[src/shared/ebus_map.vh]
// constants for the external bus address, data and chip-select block
`ifndef EBUS_MAP_VH
`define EBUS_MAP_VH
`define EBUS_PF_WE        2'h0
`define EBUS_PF_CS        2'h1
`define EBUS_PF_ADDR      2'h2
`define EBUS_PS_32        2'h0
`define EBUS_PS_8         2'h1
`define EBUS_PS_16        2'h2
`define EBUS_BOOT_WAIT    4'hF
`define EBUS_IACK_UPPER   23'h7FFFFF
`define EBUS_XT_NORMAL    2'h0
`define EBUS_XT_CPUSPACE  2'h1
`define EBUS_XT_IACK      2'h2
`define EBUS_AM_CORE      2'h0
`define EBUS_AM_ROW       2'h1
`define EBUS_AM_COL       2'h2
`define EBUS_AM_IACK      2'h3
`define EBUS_CS_COUNT     8
`endif

[src/ebus_cs_match.v]
// one chip-select region comparator
module ebus_cs_match #(
   parameter AW = 28
) (
   // region setup
   input  wire [AW-1:0] baseAddr,
   input  wire [AW-1:0] maskAddr,
   input  wire          regionOn,
   input  wire          cpuSpaceOn,
   // transfer
   input  wire [AW-1:0] xferAddr,
   input  wire          cpuSpace,
   output wire          hit
);
   wire addrHit;
   assign addrHit = ((xferAddr ^ baseAddr) & ~maskAddr) == {AW{1'b0}};
   assign hit = regionOn & ((addrHit & ~cpuSpace) | (cpuSpace & cpuSpaceOn));
endmodule // ebus_cs_match

[src/ebus_we_decode.v]
// byte write enable decode from size, low address and port size
module ebus_we_decode (
   // transfer shape
   input  wire [1:0] xferSize,
   input  wire [1:0] lowAddr,
   input  wire [1:0] portSize,
   input  wire       isWrite,
   output reg  [3:0] weLanes
);
   `include "ebus_map.vh"
   always @* begin
      weLanes = 4'h0;
      if (isWrite) begin
         if (portSize == `EBUS_PS_8) begin
            weLanes = 4'h1;
         end else if (portSize == `EBUS_PS_16) begin
            if (xferSize == 2'h1)
               weLanes = lowAddr[0] ? 4'h2 : 4'h1;
            else
               weLanes = 4'h3;
         end else begin
            case (xferSize)
               2'h1: weLanes = 4'h1 << lowAddr;
               2'h2: weLanes = lowAddr[1] ? 4'hC : 4'h3;
               default: weLanes = 4'hF;
            endcase
         end
      end
   end
endmodule // ebus_we_decode

[src/ebus_pin_unit.v]
// external bus pin logic: address, data, chip-selects, write enables
`include "ebus_map.vh"
// What this block does
// iack: ones high, level, zero low bits
// 24 dedicated lines plus four configurable ones
// upper pins: address, cs or we; reset we
// all upper as address gives 256 Mbytes
// upper address timed with lower, valid at start
// core cs transfers drive, burst increments low
// core dram: row then column address
// alternate master cs transfers: address undriven
// slave dram: master releases, device drives row/col
// read data captured on any acknowledge edge
// reset pins set initial default port width
// per region and dram port width, else global
// byte/word/long; writes drive all 32 lines
// eight active-low chip-select outputs
// base, mask, size, burst, wait, termination
// reset disables chip-selects one to seven
// chip-select one optionally on cpu space
// chip-select zero boot, only one at reset
// reset pins set boot size and termination
// we zero high byte down to three low
// top level pin low: no auto-ack, else 15 waits
// buses released when not actively driving
module ebus_pin_unit #(
   parameter NCS = `EBUS_CS_COUNT,
   parameter AW  = 28
) (
   // clock and reset
   input  wire            core_clk,
   input  wire            rst_n,
   // core request
   input  wire            coreReq,
   input  wire [AW-1:0]   coreAddr,
   input  wire            coreWrite,
   input  wire [1:0]      coreSize,
   input  wire            coreBurst,
   input  wire [1:0]      coreXferType,
   input  wire [2:0]      coreIackLevel,
   input  wire [31:0]     coreWrData,
   output reg  [31:0]     coreRdData_ff,
   output reg             coreDone_ff,
   // dram control from the dram controller
   input  wire            dramHit,
   input  wire [1:0]      dramPortSize,
   input  wire            dramRowPhase,
   input  wire            dramColPhase,
   input  wire [AW-1:0]   dramRowAddr,
   input  wire [AW-1:0]   dramColAddr,
   // alternate master
   input  wire            altMaster,
   input  wire            slaveDramMode,
   // configuration
   input  wire [7:0]      pin_function_select_reg,
   input  wire [NCS*AW-1:0] csBase,
   input  wire [NCS*AW-1:0] csMask,
   input  wire [NCS-1:0]  csEnableWr,
   input  wire [NCS-1:0]  csEnableVal,
   input  wire [2*NCS-1:0] csPortSize,
   input  wire [NCS-1:0]  csBurstOk,
   input  wire [4*NCS-1:0] csWaitStates,
   input  wire [NCS-1:0]  csAutoAck,
   input  wire            csOneCpuSpace,
   input  wire            bootCfgWr,
   input  wire [1:0]      bootPortSizeVal,
   input  wire            bootAutoAckVal,
   input  wire [3:0]      bootWaitVal,
   input  wire            defPortSizeWr,
   input  wire [1:0]      defPortSizeVal,
   // external pins
   input  wire [2:0]      interrupt_level_pins,
   input  wire            transfer_begin_strobe_in,
   input  wire            sync_transfer_ack,
   input  wire            extAckEnable,
   input  wire [31:0]     dataIn,
   input  wire [AW-1:0]   addrIn,
   output reg             transfer_begin_strobe_ff,
   output reg  [AW-1:0]   addrOut_ff,
   output reg  [AW-1:0]   addrOe_ff,
   output reg  [31:0]     dataOut_ff,
   output reg             dataOe_ff,
   output reg  [NCS-1:0]  csOut_n_ff,
   output reg  [3:0]      weOut_n_ff,
   output reg  [1:0]      activePortSize_ff,
   output reg  [1:0]      defPortSize_ff,
   output reg  [1:0]      bootPortSize_ff,
   output reg             bootAutoAck_ff,
   output reg  [3:0]      bootWait_ff,
   output reg             busBusy_ff
);
   localparam ST_IDLE = 2'h0;
   localparam ST_ADDR = 2'h1;
   localparam ST_WAIT = 2'h2;
   // pin synchronisers
   reg  [2:0] iplS1_ff;
   reg  [2:0] iplS2_ff;
   reg        tsS1_ff;
   reg        tsS2_ff;
   reg        ackS1_ff;
   reg        ackS2_ff;
   reg [31:0] dInS1_ff;
   reg [31:0] dInS2_ff;
   reg [AW-1:0] aInS1_ff;
   reg [AW-1:0] aInS2_ff;
   always @(posedge core_clk) begin
      iplS1_ff <= interrupt_level_pins;
      iplS2_ff <= iplS1_ff;
      tsS1_ff  <= transfer_begin_strobe_in;
      tsS2_ff  <= tsS1_ff;
      ackS1_ff <= sync_transfer_ack;
      ackS2_ff <= ackS1_ff;
      dInS1_ff <= dataIn;
      dInS2_ff <= dInS1_ff;
      aInS1_ff <= addrIn;
      aInS2_ff <= aInS1_ff;
   end
   // chip-select enable state
   reg [NCS-1:0] csOn_ff;
   integer k;
   always @(posedge core_clk) begin
      if (!rst_n) begin
         csOn_ff <= {{(NCS-1){1'b0}}, 1'b1};
      end else begin
         for (k = 0; k < NCS; k = k + 1)
            if (csEnableWr[k])
               csOn_ff[k] <= csEnableVal[k];
      end
   end
   // reset-time strap capture, sampled every cycle while reset is low
   always @(posedge core_clk) begin
      if (!rst_n) begin
         defPortSize_ff  <= iplS2_ff[1:0];
         bootPortSize_ff <= iplS2_ff[1:0];
         bootAutoAck_ff  <= iplS2_ff[2];
         bootWait_ff     <= `EBUS_BOOT_WAIT;
      end else begin
         if (defPortSizeWr)
            defPortSize_ff <= defPortSizeVal;
         if (bootCfgWr) begin
            bootPortSize_ff <= bootPortSizeVal;
            bootAutoAck_ff  <= bootAutoAckVal;
            bootWait_ff     <= bootWaitVal;
         end
      end
   end
   // transfer context
   reg [1:0]    state_ff;
   reg [AW-1:0] curAddr_ff;
   reg          curWrite_ff;
   reg [1:0]    curSize_ff;
   reg          curBurst_ff;
   reg [1:0]    curType_ff;
   reg [2:0]    curLevel_ff;
   reg [31:0]   curData_ff;
   reg [1:0]    beat_ff;
   reg [3:0]    waitCnt_ff;
   reg          slaveXfer_ff;
   wire          cpuSpace;
   wire [NCS-1:0] hits;
   assign cpuSpace = curType_ff != `EBUS_XT_NORMAL;
   genvar g;
   generate
      for (g = 0; g < NCS; g = g + 1) begin : gCs
         ebus_cs_match #(.AW(AW)) uMatch (
            .baseAddr   (csBase[g*AW +: AW]),
            .maskAddr   (csMask[g*AW +: AW]),
            .regionOn   (csOn_ff[g]),
            .cpuSpaceOn ((g == 1) ? csOneCpuSpace : 1'b0),
            .xferAddr   (curAddr_ff),
            .cpuSpace   (cpuSpace),
            .hit        (hits[g])
         );
      end
   endgenerate
   // lowest numbered hit wins; settings of the selected region
   reg [2:0] hitIdx;
   reg       anyHit;
   reg [1:0] selSize;
   reg [3:0] selWait;
   reg       selAuto;
   reg       selBurst;
   integer   j;
   always @* begin
      hitIdx   = 3'h0;
      anyHit   = 1'b0;
      for (j = NCS - 1; j >= 0; j = j - 1)
         if (hits[j]) begin
            hitIdx = j[2:0];
            anyHit = 1'b1;
         end
      if (anyHit && hitIdx == 3'h0) begin
         selSize = bootPortSize_ff;
         selWait = bootWait_ff;
         selAuto = bootAutoAck_ff;
         selBurst = csBurstOk[0];
      end else if (anyHit) begin
         selSize = csPortSize[2*hitIdx +: 2];
         selWait = csWaitStates[4*hitIdx +: 4];
         selAuto = csAutoAck[hitIdx];
         selBurst = csBurstOk[hitIdx];
      end else if (dramHit) begin
         selSize = dramPortSize;
         selWait = 4'h0;
         selAuto = 1'b0;
         selBurst = 1'b1;
      end else begin
         selSize = defPortSize_ff;
         selWait = 4'h0;
         selAuto = 1'b0;
         selBurst = 1'b0;
      end
   end
   // byte write enables
   wire [3:0] weLanes;
   ebus_we_decode uWe (
      .xferSize (curSize_ff),
      .lowAddr  (curAddr_ff[1:0]),
      .portSize (selSize),
      .isWrite  (curWrite_ff),
      .weLanes  (weLanes)
   );
   // address to present
   reg [AW-1:0] nxtAddrVal;
   reg [1:0]    addrMode;
   always @* begin
      if (curType_ff == `EBUS_XT_IACK)
         addrMode = `EBUS_AM_IACK;
      else if ((dramHit && !slaveXfer_ff) || slaveXfer_ff)
         addrMode = dramColPhase ? `EBUS_AM_COL :
                    (dramRowPhase ? `EBUS_AM_ROW : `EBUS_AM_CORE);
      else
         addrMode = `EBUS_AM_CORE;
      case (addrMode)
         `EBUS_AM_IACK: nxtAddrVal = {`EBUS_IACK_UPPER, curLevel_ff, 2'h0};
         `EBUS_AM_ROW:  nxtAddrVal = dramRowAddr;
         `EBUS_AM_COL:  nxtAddrVal = dramColAddr;
         default:       nxtAddrVal = curAddr_ff;
      endcase
   end
   // acknowledge
   wire extAck;
   wire intAck;
   wire anyAck;
   assign extAck = extAckEnable & ackS2_ff;
   assign intAck = selAuto & (waitCnt_ff == 4'h0);
   assign anyAck = (state_ff == ST_WAIT) & (extAck | intAck);

   wire lastBeat;
   assign lastBeat = !curBurst_ff || !selBurst || beat_ff == 2'h3;
   wire driveAddr;
   assign driveAddr = !altMaster || slaveXfer_ff && (dramRowPhase || dramColPhase);

   always @(posedge core_clk) begin
      if (!rst_n) begin
         state_ff    <= ST_IDLE;
         curAddr_ff  <= {AW{1'b0}};
         curWrite_ff <= 1'b0;
         curSize_ff  <= 2'h0;
         curBurst_ff <= 1'b0;
         curType_ff  <= `EBUS_XT_NORMAL;
         curLevel_ff <= 3'h0;
         curData_ff  <= 32'h0;
         beat_ff     <= 2'h0;
         waitCnt_ff  <= 4'h0;
         slaveXfer_ff <= 1'b0;
         coreRdData_ff <= 32'h0;
         coreDone_ff <= 1'b0;
         transfer_begin_strobe_ff <= 1'b0;
         busBusy_ff  <= 1'b0;
      end else begin
         coreDone_ff <= 1'b0;
         transfer_begin_strobe_ff <= 1'b0;
         case (state_ff)
            ST_IDLE: begin
               if (altMaster && slaveDramMode && tsS2_ff) begin
                  curAddr_ff   <= aInS2_ff;
                  curWrite_ff  <= 1'b0;
                  curType_ff   <= `EBUS_XT_NORMAL;
                  curBurst_ff  <= 1'b0;
                  slaveXfer_ff <= 1'b1;
                  state_ff     <= ST_WAIT;
                  busBusy_ff   <= 1'b1;
               end else if (coreReq && !altMaster) begin
                  curAddr_ff  <= coreAddr;
                  curWrite_ff <= coreWrite;
                  curSize_ff  <= coreSize;
                  curBurst_ff <= coreBurst;
                  curType_ff  <= coreXferType;
                  curLevel_ff <= coreIackLevel;
                  curData_ff  <= coreWrData;
                  slaveXfer_ff <= 1'b0;
                  beat_ff     <= 2'h0;
                  state_ff    <= ST_ADDR;
                  busBusy_ff  <= 1'b1;
               end
            end
            ST_ADDR: begin
               transfer_begin_strobe_ff <= 1'b1;
               waitCnt_ff <= selWait;
               state_ff   <= ST_WAIT;
            end
            ST_WAIT: begin
               if (waitCnt_ff != 4'h0)
                  waitCnt_ff <= waitCnt_ff - 4'h1;
               if (slaveXfer_ff) begin
                  if (!slaveDramMode || !altMaster) begin
                     slaveXfer_ff <= 1'b0;
                     state_ff     <= ST_IDLE;
                     busBusy_ff   <= 1'b0;
                  end
               end else if (anyAck) begin
                  if (!curWrite_ff)
                     coreRdData_ff <= dInS2_ff;
                  if (lastBeat) begin
                     coreDone_ff <= 1'b1;
                     state_ff    <= ST_IDLE;
                     busBusy_ff  <= 1'b0;
                  end else begin
                     beat_ff <= beat_ff + 2'h1;
                     curAddr_ff[3:2] <= curAddr_ff[3:2] + 2'h1;
                     waitCnt_ff <= selWait;
                  end
               end
            end
            default: state_ff <= ST_IDLE;
         endcase
      end
   end

   // pin drive
   integer p;
   always @(posedge core_clk) begin
      if (!rst_n) begin
         addrOut_ff  <= {AW{1'b0}};
         addrOe_ff   <= {AW{1'b0}};
         dataOut_ff  <= 32'h0;
         dataOe_ff   <= 1'b0;
         csOut_n_ff  <= {NCS{1'b1}};
         weOut_n_ff  <= 4'hF;
         activePortSize_ff <= `EBUS_PS_32;
      end else begin
         addrOut_ff <= nxtAddrVal;
         activePortSize_ff <= selSize;
         if (busBusy_ff && driveAddr) begin
            addrOe_ff[23:0] <= {24{1'b1}};
            for (p = 0; p < 4; p = p + 1)
               addrOe_ff[24+p] <= pin_function_select_reg[2*p +: 2] == `EBUS_PF_ADDR;
         end else begin
            addrOe_ff <= {AW{1'b0}};
         end
         dataOut_ff <= curData_ff;
         dataOe_ff  <= busBusy_ff && curWrite_ff && !slaveXfer_ff;
         for (p = 0; p < NCS; p = p + 1)
            csOut_n_ff[p] <= !(busBusy_ff && !altMaster && state_ff != ST_IDLE
                               && anyHit && hitIdx == p);
         // high-order selects reach pins only when steered there
         for (p = 4; p < NCS; p = p + 1)
            if (pin_function_select_reg[2*(p-4) +: 2] != `EBUS_PF_CS)
               csOut_n_ff[p] <= 1'b1;
         for (p = 0; p < 4; p = p + 1)
            weOut_n_ff[p] <= !(busBusy_ff && state_ff == ST_WAIT && weLanes[p]
                               && pin_function_select_reg[2*(3-p) +: 2] == `EBUS_PF_WE);
      end
   end
endmodule // ebus_pin_unit

[config.mk]
export PLATFORM = sky130hd
export DESIGN_NAME = ebus_pin_unit
export DESIGN_NICKNAME = d
export VERILOG_FILES = /design/src/ebus_cs_match.v /design/src/ebus_we_decode.v /design/src/ebus_pin_unit.v
export VERILOG_INCLUDE_DIRS = /design/src /design/src/shared
export SDC_FILE = /design/constraint.sdc
export NUM_CORES = 1
export LEC_CHECK = 0
export BUFFER_PORTS_ARGS = -buffer_cell sky130_fd_sc_hd__buf_2
export CAP_MARGIN = 20
export CORE_AREA = 2 2 349 351
export DETAILED_ROUTE_END_ITERATION = 8
export DIE_AREA = 0 0 351 353
export PLACE_DENSITY = 0.3
export SETUP_SLACK_MARGIN = 0.15
export SYNTH_ARGS = -nofsm -noshare
export SYNTH_HDL_FRONTEND = slang
export SYNTH_SLANG_ARGS = --single-unit
[constraint.sdc]
create_clock -name core_clk -period 7 [get_ports core_clk]
set_input_delay 1.4 -clock core_clk [delete_from_list [all_inputs] [get_ports core_clk]]
set_output_delay 1.4 -clock core_clk [all_outputs]
set_load 0.005 [all_outputs]
==> results by stage, run 1 <==
Synth:
- Counting flops with a built-in enable in the synthesized netlist gives 5.
- The number of distinct library cells after synthesis is 76.
- Yosys printed 0 warnings.
- Sequential cells were found to cover 44.0% of the synthesized design area.
- The synthesized netlist occupies a cell area of 0.0156 mm².
- The instance count of the mapped netlist is 1705.
- The number of nets in the synthesized netlist is 2461.
- The number of synthesized register bits is 340.
- The fraction of registers with async set or reset after synthesis is 0%.
- The most used flip-flop cell after synthesis is dfxtp_1.
- The average instance in the mapped netlist occupies 9.14 µm².

Clocking:
- The CTS sink count is 340.
- TritonCTS built the clock tree.
- The quantity of hold-fixing buffers added after cts is 0.
- At the later pin of the worst-skew pair, clock insertion delay measures 600 ps.
- The clock root buffer is clkbuf_16.
- In this run the post-CTS setup repair buffer count came out at 0.
- TritonCTS created 45 clock buffers.
- The clock input transition at the sequential cells of the worst setup and hold paths is 60 ps.
- After clock tree synthesis, the repair step resized 0 gates.
- The buffer levels on the longest clock path is 3.
- The clock tree synthesis step divided the H-tree into 2 levels.

Place:
- Routability-driven placement finished with a final weighted congestion of 0.944.
- Port buffering added 888 buffers.
- The wire-length estimate of the detail-placed layout is 106000 µm.

Timing:
- The final worst-path cycle share is 76.5%.
- The max-slew violation count came to 0.
- The smallest clock period supported by the final layout is computed as 5350 ps.
- The worst clock skew on the final layout is 25.7 ps.
- The relative slew slack is 20.0%.
- Setup violations remaining at the end of the flow were counted as 0.
- Setup repair after global routing left no endpoint under its margin.
- For the pin with the worst max-slew slack, the measured transition is 1200 ps.
- The setup TNS is 0 ps.
- The count of final hold-check violations came to 0.
- The highest attainable clock frequency is 0.187 GHz.

Floorplan:
- The placement row count is 128.
- The die area is 0.124 mm².
- The number of ports placed on the die boundary is 896.
- The die is 351 µm wide.
- The floorplan step set the die height to 353 µm.
- The core outline area is 0.121 mm².
- The effective utilization at floorplan is 12.9%.

Drt:
- In the final routed layout, each cell accounts on average for 29.3 µm.
- The final wirelength is 125000 µm.
- The detail route stage leaves a number of antenna-violating nets equal to 0.
- After the first detailed-routing iteration, the DRC count stood at 1041.
- Using the TritonRoute via totals, the vias-per-cell ratio works out to 4.07.
- The routed layout has 17361 vias.
- The number of DRC violations after detailed routing is 0.
- The first TritonRoute pass finished after 5 iterations.

Worst setup path:
- Walking the worst path, the cells encountered are buf_4 -> xnor2_1 -> o22ai_1 -> nor4_1 -> and4_1 -> o211a_1 -> nor2_1 -> buf_4 -> mux2i_1 -> a2111oi_0 -> or3_1 -> nand3_1 -> a221o_1 -> a21oi_1.
- The data arrival time at the worst-slack endpoint is 5880 ps.
- On the worst path, the slowest cell contributes a delay of 1040 ps.
- The combined buffer and inverter count along the critical path is 2.
- The most numerous cell on the critical path is buf_4.
- In this run the worst setup path begins at curAddr_ff[18].
- The cell family contributing the most delay on the critical path is simple AND/OR/NAND/NOR gates.
- Data on the critical path is required at its endpoint by 7530 ps.
- The class of the most critical setup path is reg -> reg.
- The sort of element at the start of the critical path is a flip-flop.
- The largest driver fanout on the critical path is 11.
- STA classifies the critical path endpoint as a flip-flop.
- The critical path's slowest cell is dfxtp_1.
- The reg-to-reg startpoint is curAddr_ff[18].

GRT:
- For this run the aggregate overflow at the end of global routing stands at 0.
- The first global-routing pass estimated 162000 µm of wire.
- The number of antenna violations at the first check in global routing is 114.
- The global-route total usage across every layer is 19.4%.
- The via count of the first global-routing pass is 17577.
- The largest net degree at the start of global routing is 90.

Flow run:
- The max-capacitance violation count is 0.

Power:
- The analysis attributes to cell leakage a power of 9.71 nW.
- The total power after layout is 5.72 mW.
- The power density over cell area is 244 mW/mm².
- The worst ir drop on vdd is 0.152 mV.

Status:
- The flow ran to the end, and the final reports show no timing, DRC or antenna violations.

Worst hold path:
- The worst hold path belongs to the class reg -> reg.
- The hold path startpoint is aInS1_ff[10].

Final layout:
- At the end of the flow, the number of nets in the layout was 3337.
- Cells with a size suffix above 1 make up 40.3% of the layout.
- The synthesis-to-finish area growth is 50.5%.
- The number of fillers in the final layout is 13830.
-- final timing paths --
check | end | slack, ps | cells after the start
hold / removal | aInS2_ff[10] | 320 | 0
setup / recovery | waitCnt_ff[3] | 1650 | 14
hold reg to reg | aInS2_ff[10] | 320 | 0
setup reg to reg | waitCnt_ff[3] | 1650 | 14
-- cells in the mapped netlist (all sizes together) (6+ instances only) --
| library cell | instances | share of area (%) |
|---|---|---|
| mux2i | 57 | 3.7 |
| a31oi | 6 | 0.24 |
| nand2b | 8 | 0.32 |
| nor4 | 45 | 1.9 |
| and2 | 38 | 1.5 |
| inv | 16 | 0.39 |
| nor2b | 6 | 0.24 |
| a21oi | 85 | 2.7 |
| nor3 | 28 | 0.93 |
| ha | 7 | 0.56 |
| o21ai | 26 | 0.86 |
| xnor2 | 224 | 13 |
| nand3 | 14 | 0.45 |
| o22ai | 184 | 7.4 |
| a311oi | 29 | 1.6 |
| nand4 | 17 | 0.76 |
| o211ai | 19 | 0.92 |
| clkbuf | 51 | 1.2 |
| a22oi | 9 | 0.43 |
| and4 | 10 | 0.56 |
| a211oi | 8 | 0.45 |
| nand2 | 200 | 4.8 |
| dfxtp | 335 | 43 |
| buf | 64 | 2.9 |
| a221oi | 24 | 1.4 |
| nor2 | 113 | 2.7 |
-- area by class of cell --
class	count	area [µm²]	share of cell area, %
multi-input combinational	1234	8060	34.4
sequential	340	6860	29.3
timing repair buffer	944	4890	20.9
tap	1625	2030	8.67
clock buffer	60	1290	5.52
clock inverter	18	171	0.731
antenna	30	75.1	0.320
inverter	16	65.1	0.277
-- report_power, final --
group	total, mW	internal [mW]	switching (mW)
Sequential	2.21	2.05	0.165
Clock	2.33	1.37	0.957
Combinational	1.18	0.510	0.668
-- routing by layer --
metal  track usage [%]  vias up  share of wire (%)
li1                  -     7961                  -
met5                 0        -               0.21
met2              32.9      844                 48
met4              6.55       42                3.1
met1              23.8     8277                 42
met3              4.76      237                7.0
-- logic make-up (layout without fill, tap and decap cells) --
| kind of cell | after synthesis | in the layout | share of synthesized area [%] |
|---|---|---|---|
| AOI/OAI and AO/OA | 433 | 433 | 18.5 |
| buffers and inverters | 131 | 1038 | 4.50 |
| other | 0 | 30 | 0 |
| xor gates and xnor gates | 225 | 225 | 12.8 |
| DFF | 340 | 340 | 44.0 |
| and+or+nand+nor | 508 | 508 | 15.7 |
| muxes | 61 | 61 | 3.95 |
| adders and majority gates | 7 | 7 | 0.562 |
-- placed cells by master, fill, tap and decap left out, types with 38 or more instances in the layout --
| cell | count |
|---|---|
| buf_2 | 888 |
| dfxtp_1 | 330 |
| xnor2_1 | 222 |
| nand2_1 | 200 |
| o22ai_1 | 184 |
| nor2_1 | 111 |
| a21oi_1 | 84 |
| mux2i_1 | 57 |
| buf_4 | 54 |
| clkbuf_16 | 46 |
| nor4_1 | 42 |
| and2_1 | 38 |
-- registers in the layout, indices dropped and copies added (netlist names), 3 cells and up --
register and flops:
addrOut_ff 28, dataOut_ff 32, weOut_n_ff 4, dInS1_ff 32
csOut_n_ff 8, iplS1_ff 3, dInS2_ff 32, addrOe_ff 5
coreRdData_ff 32, aInS2_ff 28, csOn_ff 8, curLevel_ff 3
curAddr_ff 28, curData_ff 32, aInS1_ff 28, waitCnt_ff 4
bootWait_ff 4, iplS2_ff 3
-- stage by stage --
step / utilization [%] / setup slack [ps] / cell area (µm²) / instances / hold WS [ps]
floorplan: - / 2650 / 15600 / 1705 / 310
global placement: 18.2 / 1100 / 21900 / 4159 / 310
detailed placement: 18.2 / 1090 / 21900 / 4159 / 312
CTS: 19.4 / 1460 / 23400 / 4237 / 325
global route: 19.4 / 1360 / 23400 / 4259 / 326
finish: 19.4 / 1650 / 23400 / 4267 / 319
No activity file was read; power rests on OpenSTA's default activity.
==> run 2, diff against run 1 <==
- CORE_AREA: 2 2 349 351 -> 2 2 350 352
- DIE_AREA: 0 0 351 353 -> 0 0 352 354
- clock period: 7 -> 5.4 ns (I/O delays scaled with it)
==> run 2 against run 1 <==
  * Critical path depth is 2 higher
  * Critical endpoint is now coreRdData_ff[8]
  * Via count is 1.9% higher
  * Clock skew is 9.7 ps higher
  * Largest power group unchanged
==> results by stage, run 2 (synthesis results as in run 1) <==
Clocking:
- The CTS sink count came to 340 (unchanged).
- The buffer levels on the longest clock path is 3 (unchanged).
- The quantity of hold-fixing buffers added after cts is 0 (unchanged).
- The post-CTS setup buffer count is 0 (unchanged).
- The total clock buffers created by CTS is 46 (was 45).
- The number of levels in the clock H-tree is 2 (unchanged).
- The CTS tree is yes (unchanged).
- The number of gates resized after cts came to 0 (unchanged).
- The clock network latency to the later pin of the worst-skew pair came to 610 ps (was 600 ps).
- The clock input transition at the sequential cells of the worst setup and hold paths is 60 ps (about the same).
- The clock root buffer is clkbuf_16 (unchanged).

Flow run:
- The max-capacitance violation count came to 0 (unchanged).

Timing:
- The relative slew slack is 39.7% (was 20.0%).
- The final worst-path cycle share is 89.2% (was 76.5%).
- The worst setup slack after layout was 585 ps (was 1650 ps).
- The worst clock skew on the final layout is 35.4 ps (was 25.7 ps).
- The final critical path time including I/O delays and setup is 4820 ps (was 5350 ps).
- The max-slew violation count is 0 (unchanged).
- The pin slew with the least headroom to its limit was 904 ps (was 1200 ps).
- Unrepaired setup endpoints after global routing: no (unchanged).
- The highest attainable clock frequency is 0.208 GHz (was 0.187 GHz).
- The count of final hold-check violations is 0 (unchanged).
- The count of final setup violators is 0 (unchanged).
- The setup TNS was 0 ps (unchanged).

Worst setup path:
- The required time reported for the critical path endpoint was 5860 ps (was 7530 ps).
- The slack of the worst reg-to-reg path was 580 ps (was 1650 ps).
- The origin of the worst setup path is curAddr_ff[20] (was curAddr_ff[18]).
- The reg-to-reg startpoint is curAddr_ff[20] (was curAddr_ff[18]).
- The data arrival time at the worst-slack endpoint is 5280 ps (was 5880 ps).
- The class of the most critical setup path is reg -> reg (unchanged).
- The highest cell delay on the worst timing path is 790 ps (was 1040 ps).
- The cell family contributing the most delay on the critical path is simple AND/OR/NAND/NOR gates (unchanged).
- The critical path's slowest cell was dfxtp_1 (unchanged).
- The kind of capture point of the worst setup path was a flip-flop (unchanged).
- The sort of element at the start of the critical path is a flip-flop (unchanged).
- The combined buffer and inverter count along the critical path is 4 (was 2).
- The cell count of the worst reg-to-reg path is 16 (was 14).
- The most numerous cell on the critical path is buf_4 (unchanged).
- The largest driver fanout on the critical path is 32 (was 11).
- The reg-to-reg critical path endpoint is coreRdData_ff[8] (was waitCnt_ff[3]).
- Cell Chain, Critical Path: buf_4 -> buf_4 -> xnor2_1 -> o22ai_1 -> nor4_2 -> nand4_2 -> nand3_1 -> nor2_1 -> a211o_1 -> buf_4 -> a311oi_1 -> or3_1 -> nor3b_2 -> buf_12 -> mux2i_1 -> nor2_1 (was buf_4 -> xnor2_1 -> o22ai_1 -> nor4_1 -> and4_1 -> o211a_1 -> nor2_1 -> buf_4 -> mux2i_1 -> a2111oi_0 -> or3_1 -> nand3_1 -> a221o_1 -> a21oi_1).

Power:
- The net load switching power is 2.43 mW (was 1.79 mW).
- The power density over cell area came to 318 mW/mm² (was 244 mW/mm²).
- The internal power of the cells is 5.26 mW (was 3.93 mW).
- The switching share of power came to 31.6% (was 31.3%).
- The reported leakage power was 10.1 nW (was 9.71 nW).
- The combinational share of power was 22.1% (was 20.6%).
- The worst ir drop on vdd is 0.216 mV (was 0.152 mV).
- The power share of the sequential group is 36.1% (was 38.7%).
- The part of the power in the clock network came to 41.7% (was 40.7%).

Place:
- The final estimated routing congestion in global placement is 0.954 (was 0.944).
- The total of buffers placed on input and output ports is 888 (unchanged).
- The placement-stage cell area is 0.0225 mm² (was 0.0219 mm²).
- The worst slack at placement is 154 ps (was 1090 ps).
- The number of placed instances with taps included is 4227 (was 4159).
- The placed wire-length estimate was 110000 µm (was 106000 µm).

Drt:
- The ratio of routed vias to standard cells is 4.07 (about the same).
- The number of design-rule violations left by the first detailed-router iteration is 1166 (was 1041).
- The final wirelength was 130000 µm (was 125000 µm).
- The number of DRC violations after detailed routing is 0 (unchanged).
- The total number of vias is 17695 (was 17361).
- The number of nets with antenna violations after detailed routing is 0 (unchanged).
- The number of iterations in the first detailed-routing pass is 5 (unchanged).
- The detailed-route wire length per cell came to 29.9 µm (was 29.3 µm).

Worst hold path:
- The sink of the worst hold path is aInS2_ff[24] (was aInS2_ff[10]).
- The hold path startpoint was aInS1_ff[24] (was aInS1_ff[10]).
- The worst hold path cell count is 0 (unchanged).
- The worst hold path class is reg -> reg (unchanged).

Floorplan:
- The die area is 0.125 mm² (was 0.124 mm²).
- The effective utilization at floorplan came to 12.9% (about the same).
- The core outline area was 0.121 mm² (about the same).
- The horizontal die dimension came to 352 µm (was 351 µm).
- The placement row count is 128 (unchanged).
- The number of ports placed on the die boundary is 896 (unchanged).
- The height of the chip is 354 µm (was 353 µm).

Final layout:
- The fraction of layout cells with a size suffix above 1 was 42.0% (was 40.3%).
- The most common cell after layout, fill and taps aside is buf_2 (unchanged).
- The synthesis-to-finish area growth came to 55.1% (was 50.5%).
- The final layout net count came to 3406 (was 3337).
- The number of non-filler instances in the completed layout is 4343 (was 4267).
- The summed area of non-filler cells in the final layout is 0.0242 mm² (was 0.0234 mm²).
- Highest-count cells in the layout ignoring fill and taps: buf_2, dfxtp_1, xnor2_1 (unchanged).

GRT:
- The number of antenna violations at the first check in global routing is 124 (was 114).
- The largest net degree at the start of global routing is 73 (was 90).
- The met1 usage is 24.1% (was 23.8%).
- The met2 track demand over resource in global routing is 34.5% (was 32.9%).
- The overall overflow remaining after global route is 0 (unchanged).
- The global-route total usage across every layer is 20.1% (was 19.4%).
- The first-pass GRT wire length is 169000 µm (was 162000 µm).
- The global routing's busiest layer is met2 (unchanged).
- The global routing met3 resource utilization was 6.08% (was 4.76%).
- The via count of the first global-routing pass is 18088 (was 17577).

Status:
- Result of the run: finished, final reports clean (unchanged).
-- run 2: area by class of cell --
cell class / instances / area (µm²)
Fill cell: 13826 / 96800
Sequential cell: 340 / 6860
Multi-Input combinational cell: 1234 / 8060
Timing Repair Buffer: 1012 / 5460
Antenna cell: 31 / 77.6
Tap cell: 1625 / 2030
Inverter: 16 / 65.1
Clock inverter: 24 / 270
Clock buffer: 61 / 1330
-- run 2: through the flow --
| stage | hold slack [ps] | total power [mW] | utilization, % |
|---|---|---|---|
| after global placement | 310 | 4.56 | 18.6 |
| after CTS | 295 | 7.84 | 19.9 |
| after floorplan | 310 | 3.56 | - |
| after global routing | 316 | 8.05 | 20.0 |
| after detailed placement | 312 | 4.54 | 18.6 |
| final | 306 | 7.69 | 20.0 |
-- run 2: layer usage --
layer / wire [µm] / up-vias / share of wire [%]
met5: 385 / - / 0.30
met4: 3820 / 64 / 2.9
met3: 9700 / 251 / 7.5
met2: 62400 / 806 / 48
met1: 53500 / 8461 / 41
li1: - / 8113 / -
-- run 2: how the worst max path moves through the flow --
stage | endpoint | slack (ps) | cells after the start
2_1_floorplan | weOut_n_ff[3] | 1370 | 13
3_3_place_gp | coreRdData_ff[13] | 150 | 17
3_5_place_dp | coreRdData_ff[6] | 150 | 17
4_1_cts | coreRdData_ff[6] | 500 | 16
5_1_grt | coreRdData_ff[28] | 360 | 15
6_report | coreRdData_ff[8] | 580 | 16
-- run 2: power groups by stage --
stage	sequential (mW)	combinational (mW)	clock (mW)
after CTS	2.79	1.71	3.35
after global placement	2.84	1.72	0
after floorplan	2.75	0.806	0
final	2.78	1.70	3.21
after global routing	2.79	1.81	3.44
after detailed placement	2.84	1.70	0
==> run 3, diff against run 2 <==
- RECOVER_POWER: unset -> 100
==> run 3 against run 2 <==
  * The flow now finishes with violations (capacitance limit, slew limit)
  * Clock power is essentially flat
  * Wire length is essentially flat
  * Design area shrank 0.99%
  * Via count rose by 0.14%
  * Die area unchanged
  * Clock skew grew 0.94 ps
  * Critical endpoint is now waitCnt_ff[3]
==> results by stage, run 3 (synthesis results as in run 1) <==
Floorplan:
- The height of the chip is 354 µm (unchanged).
- The die area is 0.125 mm² (unchanged).
- The core outline area was 0.121 mm² (unchanged).
- The placement row count is 128 (unchanged).
- The effective utilization at floorplan was 12.9% (unchanged).
- The horizontal die dimension is 352 µm (unchanged).
- The number of ports placed on the die boundary is 896 (unchanged).

Power:
- The power density over cell area is 321 mW/mm² (was 318 mW/mm²).
- The power share of the sequential group is 36.2% (was 36.1%).
- The internal power of the cells is 5.25 mW (was 5.26 mW).
- The net load switching power is 2.43 mW (about the same).
- The part of the power in the clock network came to 41.8% (was 41.7%).
- The switching share of power came to 31.7% (was 31.6%).
- The combinational share of power came to 22.0% (was 22.1%).
- The worst ir drop on vdd came to 0.215 mV (was 0.216 mV).
- The reported leakage power is 9.61 nW (was 10.1 nW).

Clocking:
- The post-CTS setup buffer count is 0 (unchanged).
- The clock network latency to the later pin of the worst-skew pair was 610 ps (about the same).
- The total clock buffers created by CTS is 46 (unchanged).
- The buffer levels on the longest clock path is 3 (unchanged).
- The clock input transition at the sequential cells of the worst setup and hold paths is 60 ps (about the same).
- The number of levels in the clock H-tree is 2 (unchanged).
- The clock root buffer is clkbuf_16 (unchanged).
- The number of gates resized after cts is 0 (unchanged).
- The quantity of hold-fixing buffers added after cts is 0 (unchanged).
- The CTS tree is yes (unchanged).
- The CTS sink count was 340 (unchanged).

Drt:
- The number of DRC violations after detailed routing is 0 (unchanged).
- The amount of wire on met3 after detailed routing was 10100 µm (was 9700 µm).
- The number of nets with antenna violations after detailed routing is 0 (unchanged).
- The number of design-rule violations left by the first detailed-router iteration is 1185 (was 1166).
- The ratio of routed vias to standard cells came to 4.08 (was 4.07).
- The highest routed metal layer is met5 (unchanged).
- The number of iterations in the first detailed-routing pass was 7 (was 5).
- The total number of vias is 17719 (was 17695).
- The final wirelength is 130000 µm (about the same).
- The detailed-route wire length per cell was 29.9 µm (about the same).
- The wire length on met1 is 53200 µm (was 53500 µm).
- The wire length on met2 was 62500 µm (was 62400 µm).

Worst setup path:
- The largest driver fanout on the critical path is 6 (was 32).
- Cell Chain, Critical Path: buf_4 -> buf_4 -> xnor2_1 -> o22ai_1 -> nor4_1 -> nand4_1 -> clkbuf_1 -> and2_1 -> a211oi_1 -> buf_4 -> a2111oi_0 -> buf_4 -> a211oi_1 -> a221o_1 -> a21oi_1 (was buf_4 -> buf_4 -> xnor2_1 -> o22ai_1 -> nor4_2 -> nand4_2 -> nand3_1 -> nor2_1 -> a211o_1 -> buf_4 -> a311oi_1 -> or3_1 -> nor3b_2 -> buf_12 -> mux2i_1 -> nor2_1).
- The data arrival time at the worst-slack endpoint is 5410 ps (was 5280 ps).
- The highest cell delay on the worst timing path is 770 ps (was 790 ps).
- The required time reported for the critical path endpoint is 5760 ps (was 5860 ps).
- The critical path's slowest cell is dfxtp_1 (unchanged).
- The most numerous cell on the critical path is buf_4 (unchanged).
- The class of the most critical setup path is reg -> reg (unchanged).
- The sort of element at the start of the critical path is a flip-flop (unchanged).
- The kind of capture point of the worst setup path is a flip-flop (unchanged).

GRT:
- The overall overflow remaining after global route is 0 (unchanged).
- The first-pass GRT wire length was 169000 µm (unchanged).
- The global-route total usage across every layer is 20.1% (unchanged).
- The number of antenna violations at the first check in global routing is 124 (unchanged).
- The largest net degree at the start of global routing is 73 (unchanged).
- The via count of the first global-routing pass is 18088 (unchanged).

Status:
- Result of the run: finished with violations (was finished, final reports clean).
- The checks that failed: capacitance limit, slew limit.

Timing:
- The final critical path time including I/O delays and setup is 5050 ps (was 4820 ps).
- The final worst-path cycle share came to 93.5% (was 89.2%).
- Unrepaired setup endpoints after global routing: no (unchanged).
- The worst clock skew on the final layout is 36.4 ps (was 35.4 ps).
- The setup TNS was 0 ps (unchanged).
- The pin slew with the least headroom to its limit is 2800 ps (was 904 ps).
- The max-slew violation count is 166 (was 0).
- The highest attainable clock frequency is 0.198 GHz (was 0.208 GHz).
- The count of final hold-check violations is 0 (unchanged).
- The count of final setup violators is 0 (unchanged).
- The relative slew slack came to -86.6% (was 39.7%).

Place:
- The placed wire-length estimate is 110000 µm (unchanged).
- The final estimated routing congestion in global placement is 0.954 (unchanged).
- The total of buffers placed on input and output ports is 888 (unchanged).

Worst hold path:
- The worst hold path class is reg -> reg (unchanged).

Final layout:
- The fraction of layout cells with a size suffix above 1 came to 37.1% (was 42.0%).
- Highest-count cells in the layout ignoring fill and taps: buf_2, dfxtp_1, xnor2_1 (unchanged).
- The share of the core filled with cells came to 19.8% (was 20.0%).
- The most common cell after layout, fill and taps aside is buf_2 (unchanged).
- The final layout net count was 3406 (unchanged).
- The synthesis-to-finish area growth came to 53.6% (was 55.1%).
- The number of fillers in the final layout is 13860 (was 13826).

Flow run:
- The max-capacitance violation count was 4 (was 0).
[run 3: cell types whose count changed in the layout (fill, tap and decap cells not counted), sizes merged]
| cell | before | now |
|---|---|---|
| buf | 1012 | 884 |
| diode | 31 | 32 |
| clkbuf | 61 | 189 |
[run 3: layout make-up]
cell class,instances,area [µm²],share of cell area (%)
diodes,32,80.1,0.335
multi-input cells,1234,8030,33.6
flip-flops and latches,340,6860,28.7
well taps,1625,2030,8.50
inverters,16,65.1,0.272
clock inverters,24,270,1.13
repair buffers,1012,5260,22.0
clock buffers,61,1330,5.55
[run 3: worst paths after layout]
| check | start | depth (start not counted) | slack (ps) | end |
|---|---|---|---|---|
| setup / recovery | curAddr_ff[20] | 15 | 350 | waitCnt_ff[3] |
| hold / removal | aInS1_ff[24] | 0 | 310 | aInS2_ff[24] |
| setup reg to reg | curAddr_ff[20] | 15 | 350 | waitCnt_ff[3] |
| hold reg to reg | aInS1_ff[24] | 0 | 310 | aInS2_ff[24] |
[run 3: critical path: cells and delay by family (launching register included)]
kind                   cells  cell delay (ps)
XOR/XNOR                   1              160
AO/OA/AOI/OAI              6             1660
flip-flops                 1              770
AND/OR/NAND/NOR            3             1070
buffers and inverters      5             1120
[run 3: power by group through the flow]
| stage | registers [mW] | logic (mW) | clock network (mW) |
|---|---|---|---|
| 4_1_cts | 2.79 | 1.71 | 3.35 |
| 3_5_place_dp | 2.84 | 1.70 | 0 |
| 3_3_place_gp | 2.84 | 1.72 | 0 |
| 6_report | 2.78 | 1.69 | 3.21 |
| 5_1_grt | 2.80 | 1.80 | 3.44 |
| 2_1_floorplan | 2.75 | 0.806 | 0 |
[run 3: per-stage QoR]
step,instance area [µm²],power (mW),hold WS (ps),cells,setup WS (ps)
2_1_floorplan,15600,3.56,310,1705,1370
3_3_place_gp,22500,4.56,310,4227,148
3_5_place_dp,22500,4.54,312,4227,154
4_1_cts,24100,7.84,295,4312,495
5_1_grt,23900,8.03,316,4328,187
6_report,23900,7.67,307,4344,351
[run 3: per-layer routing]
metal | vias up | track usage, %
met2 | 807 | 34.5
met4 | 62 | 5.58
met5 | - | 0
met1 | 8493 | 24.1
met3 | 244 | 6.08
li1 | 8113 | -
